`src/inc/aoc_defs.vh`:
```
`ifndef AOC_DEFS_VH
`define AOC_DEFS_VH
// output format codes
`define AOC_FMT_FULL 2'h0
`define AOC_FMT_DDR_SE 2'h1
`define AOC_FMT_DDR_DIFF 2'h2
// drive current codes, 1.75 2.1 2.5 3.0 3.5 4.0 4.5 mA
`define AOC_CUR_1P75 3'h0
`define AOC_CUR_2P1 3'h1
`define AOC_CUR_2P5 3'h2
`define AOC_CUR_3P0 3'h3
`define AOC_CUR_3P5 3'h4
`define AOC_CUR_4P0 3'h5
`define AOC_CUR_4P5 3'h6
`define AOC_CUR_DEFAULT 3'h4
// output configuration register fields
`define AOC_OCFG_FMT_LSB 0
`define AOC_OCFG_CUR_LSB 2
`define AOC_OCFG_RESET 8'h10
// timing configuration register: stabilizer enable bit
`define AOC_TCFG_DCS_BIT 0
`define AOC_TCFG_RESET 8'h00
// stabilizer relock, in encode cycles
`define AOC_DCS_LOCK_CYCLES 100
// grounded complement: low for longer than any encode half period, in mclk
`define AOC_SE_DETECT_CYCLES 8'h20
`define AOC_SAMPLE_BITS 14
`define AOC_PAIR_LINES 7
`endif

```
`src/verilog/aoc_dcs_lock.v`:
```
`timescale 1ns/1ps
`default_nettype none
`include "aoc_defs.vh"
// counts encode edges after enable or a period change before lock
module aoc_dcs_lock #(
   parameter LOCK_CYCLES = `AOC_DCS_LOCK_CYCLES
) (
   input wire mclk,
   input wire rst,
   input wire enable,
   input wire enc_edge,
   output reg locked
);
   reg [7:0] count;
   reg [7:0] period;
   reg [7:0] last_period;
   wire period_jump;

   // a period that moves by more than one mclk means the encode rate changed
   assign period_jump = enc_edge && (count != 8'h00) &&
      ((period > last_period + 8'h01) || (period + 8'h01 < last_period));

   always @(posedge mclk) begin
      if (rst) begin
         count <= 8'h00;
         period <= 8'h00;
         last_period <= 8'h00;
         locked <= 1'b0;
      end else begin
         if (enc_edge) begin
            period <= 8'h00;
            last_period <= period;
         end else if (period != 8'hff) begin
            period <= period + 8'h01;
         end
         if (!enable || period_jump || period == 8'hff) begin
            count <= 8'h00;
            locked <= 1'b0;
         end else if (enc_edge && !locked) begin
            if (count == LOCK_CYCLES[7:0] - 8'h01) begin
               locked <= 1'b1;
            end
            count <= count + 8'h01;
         end
      end
   end
endmodule // aoc_dcs_lock
`default_nettype wire

```
`src/verilog/aoc_top.v`:
```
`timescale 1ns/1ps
`default_nettype none
`include "aoc_defs.vh"
module aoc_top #(
   parameter NBITS = `AOC_SAMPLE_BITS,
   parameter NPAIRS = `AOC_PAIR_LINES,
   parameter LOCK_CYCLES = `AOC_DCS_LOCK_CYCLES
) (
   input wire mclk,
   input wire rst,
   input wire encode_in_pos,
   input wire encode_in_neg,
   input wire program_mode_strap,
   input wire par_sclk_pin,
   input wire par_cs_pin,
   input wire [7:0] output_cfg_reg,
   input wire [7:0] timing_cfg_reg,
   input wire [NBITS-1:0] conv_sample,
   input wire conv_overflow,
   output reg [NBITS-1:0] sample_bits,
   output reg [NPAIRS-1:0] ddr_bit_pair_lines,
   output reg [NPAIRS-1:0] ddr_bit_pair_lines_n,
   output reg range_overflow_flag,
   output reg range_overflow_flag_n,
   output reg fwd_out_clock_pos,
   output reg fwd_out_clock_neg,
   output reg [1:0] out_format,
   output reg [2:0] drive_current,
   output reg dcs_enabled,
   output wire dcs_locked,
   output reg single_ended_encode,
   output reg sample_strobe
);
   // the encode, strap, sclk and cs pins first pass two flops; rst and the config and converter inputs do not
   reg [1:0] s_pos;
   reg [1:0] s_neg;
   reg [1:0] s_par;
   reg [1:0] s_sck;
   reg [1:0] s_cs;
   reg enc_d;
   reg enc_level;
   reg [7:0] neg_low_count;
   reg [NBITS-1:0] word;
   reg word_of;
   wire enc_rise;
   wire enc_fall;
   wire [1:0] cfg_fmt;
   wire [2:0] cfg_cur;
   reg [1:0] next_format;
   reg [2:0] next_current;
   reg next_dcs;

   always @(posedge mclk) begin
      if (rst) begin
         s_pos <= 2'h0;
         s_neg <= 2'h3;
         s_par <= 2'h0;
         s_sck <= 2'h0;
         s_cs <= 2'h0;
      end else begin
         s_pos <= {s_pos[0], encode_in_pos};
         s_neg <= {s_neg[0], encode_in_neg};
         s_par <= {s_par[0], program_mode_strap};
         s_sck <= {s_sck[0], par_sclk_pin};
         s_cs <= {s_cs[0], par_cs_pin};
      end
   end

   // negative input low means a single-ended square wave on the positive one
   always @(posedge mclk) begin
      if (rst) begin
         single_ended_encode <= 1'b0;
         neg_low_count <= 8'h00;
         enc_level <= 1'b0;
         enc_d <= 1'b0;
      end else begin
         // differential drive dips low every half period; only a sustained
         // low counts, so differential encode needs half periods under the limit
         if (s_neg[1]) begin
            neg_low_count <= 8'h00;
            single_ended_encode <= 1'b0;
         end else if (neg_low_count == `AOC_SE_DETECT_CYCLES) begin
            single_ended_encode <= 1'b1;
         end else begin
            neg_low_count <= neg_low_count + 8'h01;
         end
         enc_level <= s_neg[1] ? (s_pos[1] & !s_neg[1]) | (s_pos[1] ^ s_neg[1]) & s_pos[1]
            : s_pos[1];
         enc_d <= enc_level;
      end
   end

   assign enc_rise = enc_level && !enc_d;
   assign enc_fall = !enc_level && enc_d;

   assign cfg_fmt = output_cfg_reg[`AOC_OCFG_FMT_LSB +: 2];
   assign cfg_cur = output_cfg_reg[`AOC_OCFG_CUR_LSB +: 3];

   always @* begin
      if (s_par[1]) begin
         // parallel pins cannot reach ddr single-ended
         next_format = s_sck[1] ? `AOC_FMT_DDR_DIFF : `AOC_FMT_FULL;
         next_current = `AOC_CUR_DEFAULT;
         next_dcs = s_cs[1];
      end else begin
         // unused code 3 falls back to full rate
         next_format = (cfg_fmt == 2'h3) ? `AOC_FMT_FULL : cfg_fmt;
         // code 7 is not a level, keep the default
         next_current = (cfg_cur == 3'h7) ? `AOC_CUR_DEFAULT : cfg_cur;
         next_dcs = timing_cfg_reg[`AOC_TCFG_DCS_BIT];
      end
   end

   // settings change only at sample boundaries so a word is never split
   always @(posedge mclk) begin
      if (rst) begin
         out_format <= `AOC_FMT_FULL;
         drive_current <= `AOC_CUR_DEFAULT;
         dcs_enabled <= 1'b0;
      end else if (enc_rise) begin
         out_format <= next_format;
         drive_current <= next_current;
         dcs_enabled <= next_dcs;
      end
   end

   aoc_dcs_lock #(
      .LOCK_CYCLES(LOCK_CYCLES)
   ) u_lock (
      .mclk(mclk),
      .rst(rst),
      .enable(dcs_enabled),
      .enc_edge(enc_rise),
      .locked(dcs_locked)
   );

   // capture sample and flag together on the encode rise
   always @(posedge mclk) begin
      if (rst) begin
         word <= {NBITS{1'b0}};
         word_of <= 1'b0;
         sample_strobe <= 1'b0;
      end else begin
         sample_strobe <= enc_rise;
         if (enc_rise) begin
            word <= conv_sample;
            word_of <= conv_overflow;
         end
      end
   end

   // forwarded clock: low for the first half, high for the second.
   // the internal phase follows the encode edges; the stabilizer does not change the
   // halves, a hardware duty fix cannot be shown at mclk rate
   always @(posedge mclk) begin
      if (rst) begin
         sample_bits <= {NBITS{1'b0}};
         ddr_bit_pair_lines <= {NPAIRS{1'b0}};
         ddr_bit_pair_lines_n <= {NPAIRS{1'b1}};
         range_overflow_flag <= 1'b0;
         range_overflow_flag_n <= 1'b1;
         fwd_out_clock_pos <= 1'b0;
         fwd_out_clock_neg <= 1'b1;
      end else if (sample_strobe) begin
         fwd_out_clock_pos <= 1'b0;
         fwd_out_clock_neg <= 1'b1;
         range_overflow_flag <= word_of;
         range_overflow_flag_n <= (out_format == `AOC_FMT_DDR_DIFF) ? !word_of : 1'b1;
         if (out_format == `AOC_FMT_FULL) begin
            sample_bits <= word;
            ddr_bit_pair_lines <= {NPAIRS{1'b0}};
            ddr_bit_pair_lines_n <= {NPAIRS{1'b1}};
         end else begin
            sample_bits <= {NBITS{1'b0}};
            ddr_bit_pair_lines <= even_bits(word);
            ddr_bit_pair_lines_n <= (out_format == `AOC_FMT_DDR_DIFF) ?
               ~even_bits(word) : {NPAIRS{1'b1}};
         end
      end else if (enc_fall) begin
         fwd_out_clock_pos <= 1'b1;
         fwd_out_clock_neg <= 1'b0;
         if (out_format != `AOC_FMT_FULL) begin
            ddr_bit_pair_lines <= odd_bits(word);
            ddr_bit_pair_lines_n <= (out_format == `AOC_FMT_DDR_DIFF) ?
               ~odd_bits(word) : {NPAIRS{1'b1}};
         end
      end
   end

   function [NPAIRS-1:0] even_bits;
      input [NBITS-1:0] w;
      integer i;
      begin
         for (i = 0; i < NPAIRS; i = i + 1) begin
            even_bits[i] = w[2*i];
         end
      end
   endfunction

   function [NPAIRS-1:0] odd_bits;
      input [NBITS-1:0] w;
      integer i;
      begin
         for (i = 0; i < NPAIRS; i = i + 1) begin
            odd_bits[i] = w[2*i+1];
         end
      end
   endfunction
endmodule // aoc_top
`default_nettype wire

```
`config.mk`:
```
export PLATFORM = sky130hd
export DESIGN_NAME = aoc_top
export DESIGN_NICKNAME = d
export VERILOG_FILES = /design/src/verilog/aoc_dcs_lock.v /design/src/verilog/aoc_top.v
export VERILOG_INCLUDE_DIRS = /design/src /design/src/inc
export SDC_FILE = /design/constraint.sdc
export NUM_CORES = 1
export LEC_CHECK = 0
export BUFFER_PORTS_ARGS = -buffer_cell sky130_fd_sc_hd__buf_2
export CAP_MARGIN = 20
export CORE_MARGIN = 4
export CORE_UTILIZATION = 50
export CTS_CLUSTER_SIZE = 8
export DETAILED_ROUTE_END_ITERATION = 7
export PLACE_DENSITY = 0.86
export SYNTH_ARGS = -nofsm -noshare
export SYNTH_HDL_FRONTEND = slang
export SYNTH_HIERARCHICAL = 1
export SYNTH_SLANG_ARGS = --single-unit
export TNS_END_PERCENT = 20
```
`constraint.sdc`:
```
create_clock -name mclk -period 2.1 [get_ports mclk]
set_input_delay 0.105 -clock mclk [delete_from_list [all_inputs] [get_ports mclk]]
set_output_delay 0.105 -clock mclk [all_outputs]
set_load 0.01 [all_outputs]
```
**After elaboration in Yosys (flattened, before gate mapping)**

Index checks and enable logic that the tools add are counted.

- Memories kept: 0
- Latch bits: 0
- Bits in read-only memories: 0
- Output and inout port bits: 41
- Register bits: 100
- RAM bits: 0
- Input bits: 38

- Muxes and demuxes: 19
- Magnitude comparators: 2
- Reductions and logical operators: 25
- Shift-type cells: 0
- Multipliers: 0
- Bitwise gates (word level): 6
- $add $sub $neg: 4
- Div/mod/pow operators: 0
- Eq/ne operators: 7

Operators by type and width:

| cell | number |
|---|---|
| 7-bit two-way mux | 10 |
| 8-bit by 1-bit adder with 8-bit output (second input constant) | 4 |
| 14-bit two-way mux | 1 |
| 7-bit NOT | 2 |
| 8-bit by 6-bit equality test with 1-bit output (second input constant) | 1 |
| 8-bit by 7-bit equality test with 1-bit output (second input constant) | 1 |
| 8-bit equality test (second input constant) | 1 |
| 8-bit greater-than comparator | 1 |
| 8-bit less-than comparator | 1 |
| 8-bit inequality test (second input constant) | 1 |
| 8-bit nonzero test | 1 |
| 2-bit OR reduction | 4 |
| 1-bit zero test | 6 |
| 2-bit two-way mux | 3 |
| 3-bit two-way mux | 2 |
| 2-bit nonzero test | 3 |
| 1-bit logical AND | 5 |
| 2-bit equality test (second input constant) | 2 |
| 2-bit AND reduction | 2 |
| 3-bit equality test (second input constant) | 1 |
| 1-bit logical OR | 3 |
| 1-bit two-way mux | 3 |
| 1-bit bitwise AND | 2 |
| 2-bit zero test | 1 |
| 2 further kinds | 2 |

**Depth between registers and ports, before layout**

- Depth after elaboration: 7
- Mapped depth: 11

**Hierarchy**

Netlist, hierarchy kept.

By module, submodules not included:

| module | sequential area each (µm²) | instances | area an instance (µm²) | cells each |
|---|---|---|---|---|
| aoc_top | 1501.4 | 1 | 2914.0 | 305 |
| aoc_dcs_lock | 500.5 | 1 | 1649.1 | 181 |

**Least setup slack after synthesis**

No wires, ideal clock.

- Path type: register -> register
- From: reg u_lock.period[2]
- To: reg u_lock.count[0]
- Data arrival time: 2144 ps
- Buffers on the path: 1
- Clock period less this slack: 2283 ps
- Setup slack: -183 ps
- Stages on the path, launching flop included: 12
- Cell sequence: dfxtp_1 and3_1 buf_6 and3_1 nand3_1 xor2_1 inv_1 ha_1 nand4_1 a21oi_1 nor4_4 nor3_1

- Word-level cells in the longest chain between the ends: 7
- Elaborated cells on any way between the ends: 9
- Those cells by class: add/sub: 1; order compare: 2; eq/ne: 1; reduce/logical: 5

RTL lines:

| item | line | text |
|---|---|---|
| start: declaration | aoc_dcs_lock.v:15 | `reg [7:0] period;` |
| start signal: assignment | aoc_dcs_lock.v:34 | `period <= period + 8'h01;` |
| 8-bit by 1-bit adder with 8-bit output | aoc_dcs_lock.v:21 | `((period > last_period + 8'h01) \|\| (period + 8'h01 < last_period));` |
| 8-bit less-than comparator | aoc_dcs_lock.v:21 |  |
| 1-bit logical OR | aoc_dcs_lock.v:21 |  |
| 1-bit logical AND | aoc_dcs_lock.v:20 | `assign period_jump = enc_edge && (count != 8'h00) &&` |
| 1-bit logical OR | aoc_dcs_lock.v:36 | `if (!enable \|\| period_jump \|\| period == 8'hff) begin` |
| 1-bit logical OR * | aoc_dcs_lock.v:36 |  |
| 2-bit OR reduction (no source line) * | -- |  |
| end signal: assignment | aoc_dcs_lock.v:43 | `count <= count + 8'h01;` |
| end: declaration | aoc_dcs_lock.v:14 | `reg [7:0] count;` |

Mark *: on every way between the ends. The rest lies on a longest branch, timed or not.
A chain may end at the register's enable or synchronous reset.

**Worst setup path after layout**

- From: reg u_lock.last_period[0]
- To: reg u_lock.count[4]

- Word-level cells in the longest chain between the ends: 7
- Elaborated cells on any way between the ends: 8
- Those cells by class: add/sub: 1; order compare: 2; reduce/logical: 5

RTL lines:

| item | line | text |
|---|---|---|
| start: declaration | aoc_dcs_lock.v:16 | `reg [7:0] last_period;` |
| start signal: assignment | aoc_dcs_lock.v:32 | `last_period <= period;` |
| 8-bit by 1-bit adder with 8-bit output | aoc_dcs_lock.v:21 |  |
| 8-bit greater-than comparator | aoc_dcs_lock.v:21 |  |
| 1-bit logical OR * | aoc_dcs_lock.v:21 |  |
| 1-bit logical AND * | aoc_dcs_lock.v:20 |  |
| 1-bit logical OR * (2 in series) | aoc_dcs_lock.v:36 |  |
| 2-bit OR reduction (no source line) * | -- |  |

Marked as above.

==> impl_metrics.py <==
metrics = {
    "sta": {
        "fin_crit_sh": 1.09,
        "finalHoldViolCount": 0,
        "fin_skew_ps": 9.37,
        "fin_tns_setup_ps": -1530,
        "worstMarginPinSlew_ps": 965,
        "rsz0062_at_grt": "true",
        "max_slew_margin": 0.354,
        "setup_ws_ps": -193,
        "setup_viol": 9,
        "timing.fmax_mhz": 436,
        "post-route-min-period_ps": 2290,
        "final_max_slew_viol_count": 0,
    },
    "setup_path": {
        "crit_arrival_ps": 2550,
        "cp-end-kind": "flip-flop",
        "critical_path_class": "reg2reg",
        "worstPathRequired_ps": 2360,
        "worstSetupStartpointType": "flip-flop",
        "worstPathMaxFanout": 5,
    },
    "drt": {
        "vias": 3957,
        "vias_per_cell": 5.62,
        "dr.pass1.iters": 4,
        "ant_nets": 0,
        "wl_per_cell_um": 15.7,
        "drt_iter0_markers": 259,
        "drc": 0,
        "wl_um": 11100,
    },
    "floorplanning": {
        "initial_core_util": 0.518,
        "rows": 34,
        "core-area_um2": 8810,
        "dieArea_um2": 10700,
        "num_io_pins": 79,
        "fp.dieH_um": 104,
        "fp.dieW_um": 104,
    },
    "power": {
        "ir_drop_mv": 0.418,
        "p_switching_w": 0.000817,
        "share_comb_of_total_power": 0.060,
        "power.leakage_nw": 2.34,
        "power_frac_clock": 0.353,
        "power_density_nw_per_um2": 588,
        "swShare": 0.249,
        "sequentialPowerShare": 0.587,
        "total_power_w": 0.00328,
        "p_int_w": 0.00246,
    },
    "logic_synthesis": {
        "yosysTopAreaCell": "dfxtp_1",
        "synth_ff_type": "dfxtp_1",
        "synth-seq-cells": 100,
        "synth.net_count": 546,
        "postSynth.asyncResetShare": 0,
        "synthTopCellsByArea": "dfxtp_1 (44%), ha_1 (6.0%), a21oi_1 (4.9%)",
        "synth_edf_count": 0,
        "avgSynthCellArea_um2": 9.39,
        "synth_top_area_frac": 0.439,
        "syn_inst": 486,
        "synthesis.area_um2": 4560,
        "ys_warn_count": 6,
        "synthDistinctLibCells": 52,
        "synth_seq_area_share": 0.439,
        "yosysMostFrequentCell": "dfxtp_1",
        "ys_top_cells_by_count": "dfxtp_1 (100), nand2_1 (47), a21oi_1 (45), nor2_1 (31), a211oi_1 (25)",
    },
    "cells_and_area": {
        "antennaDiodeCount": 0,
        "multi_input_area_um2": 2370,
        "post_layout_nonfiller_instances": 704,
        "nets": 651,
        "seq_area_um2": 2010,
        "area_growth_pct": 22.1,
        "drive_above_1_share": 0.272,
        "fillCellCount": 677,
    },
    "clock_network": {
        "numCtsBuffers": 9,
        "clock_sinks": 100,
        "clk_latency_ps": 370,
        "h-tree-depth": 3,
        "clockBufferDepth": 2,
        "cts_tree": "done",
        "clk_pin_slew_worst_paths_ps": 100,
        "clk_root_buffer_cell": "clkbuf_8",
    },
    "outcome": {
        "status": "complete, but fails checks",
        "violations": "setup timing",
    },
    "placed_design": {
        "post-dp-hpwl_um": 7850,
        "gp_congestion": 0.926,
        "dpl.cell_count": 664,
        "port_buffers": 68,
    },
    "global_routing": {
        "grt_max_degree": 44,
        "track_usage": 0.212,
        "grt_antenna_before_repair": 0,
        "grt_pass1_vias": 3904,
        "grt_pass1_wl_um": 19000,
        "overflow": 0,
    },
    "hold_path": {
        "min_path_type": "in2reg",
    },
    "run": {
        "drv_cap": 0,
    },
}
## worst max-delay path: stages (launching register included)
cell and delay [ps]:
dfxtp_2 340, buf_4 130, ha_1 210, and3_4 180
buf_4 130, xnor2_1 130, ha_1 290, nand4_1 180
a21o_1 260, a22oi_4 240, nor3_1 90
## power by group through the flow
stage | clock network, W | registers, W | logic (W)
floorplan | 0 | 0.00197 | 0.0000954
global placement | 0 | 0.00197 | 0.000153
detailed placement | 0 | 0.00197 | 0.000160
CTS | 0.00118 | 0.00192 | 0.000193
global route | 0.00126 | 0.00193 | 0.000217
finish | 0.00115 | 0.00192 | 0.000197
## final timing paths
path,startpoint,endpoint,slack (ps),cells after the start
setup / recovery,u_lock/last_period[0],u_lock/count[4],-190,10
hold / removal,output_cfg_reg[2],drive_current[0],20,3
setup reg to reg,u_lock/last_period[0],u_lock/count[4],-190,10
hold reg to reg,s_neg[0],s_neg[1],420,1
## sequential cells by signal, indices dropped and copies added (netlist names), 3 cells and up
signal / cells
sample_bits: 14
ddr_bit_pair_lines_n: 7
u_lock/period: 8
u_lock/count: 8
word: 14
drive_current: 3
u_lock/last_period: 8
neg_low_count: 8
ddr_bit_pair_lines: 7
## logic make-up (layout without fill, tap and decap cells)
logic type	after synthesis	count (layout)	synth area share
AOI/OAI and AO/OA	117	118	0.183
xor gates and xnor gates	23	23	0.0441
adders and majority gates	22	22	0.0603
buffers and inverters	48	157	0.0546
DFF	100	100	0.439
muxes	17	17	0.0392
and+or+nand+nor	159	159	0.180
## per-stage QoR
| stage | utilization | instance area [um^2] | hold slack [ps] | setup WS [ps] |
|---|---|---|---|---|
| finish | 0.633 | 5570 | 17.6 | -193 |
| CTS | 0.631 | 5560 | 4.32 | -161 |
| detailed placement | 0.580 | 5110 | 301 | -273 |
| floorplan | - | 4570 | 209 | -59.7 |
| global route | 0.633 | 5570 | 15.2 | -300 |
| global placement | 0.580 | 5110 | 291 | -105 |
## cell usage in the layout, fill, tap and decap left out, types with 18 or more instances in the layout
cell type	n
dfxtp_1	93
nor2b_1	19
nor2_1	31
a211oi_1	25
buf_2	68
a21oi_1	44
dlygate4sd3_1	20
nand2_1	47
buf_4	32
ha_1	22
inv_1	18
## layer usage
layer | share of wire | track usage | vias up
met5 | 0 | 0 | -
met4 | 0.018 | 0.0598 | 0
met3 | 0.063 | 0.0535 | 19
met2 | 0.51 | 0.383 | 126
met1 | 0.41 | 0.247 | 1878
li1 | - | - | 1934
## cell type report
| class | instances | share of cell area |
|---|---|---|
| multi-input cells | 339 | 0.425 |
| clock buffers | 9 | 0.0222 |
| flip-flops and latches | 100 | 0.361 |
| repair buffers | 121 | 0.144 |
| clock inverters | 7 | 0.0106 |
| well taps | 108 | 0.0243 |
| inverters | 20 | 0.0135 |
## what timing repair did
action / in CTS / in global routing
buffers inserted: 3 / 0
cloned: 1 / 0
hold endpoints to repair: 20 / 0
endpoints found under the setup margin: 9 / 9
gates resized for setup: 10 / 3
hold buffers: 20 / 0
pin swaps: 12 / 4
No activity file was read; power rests on OpenSTA's default activity.
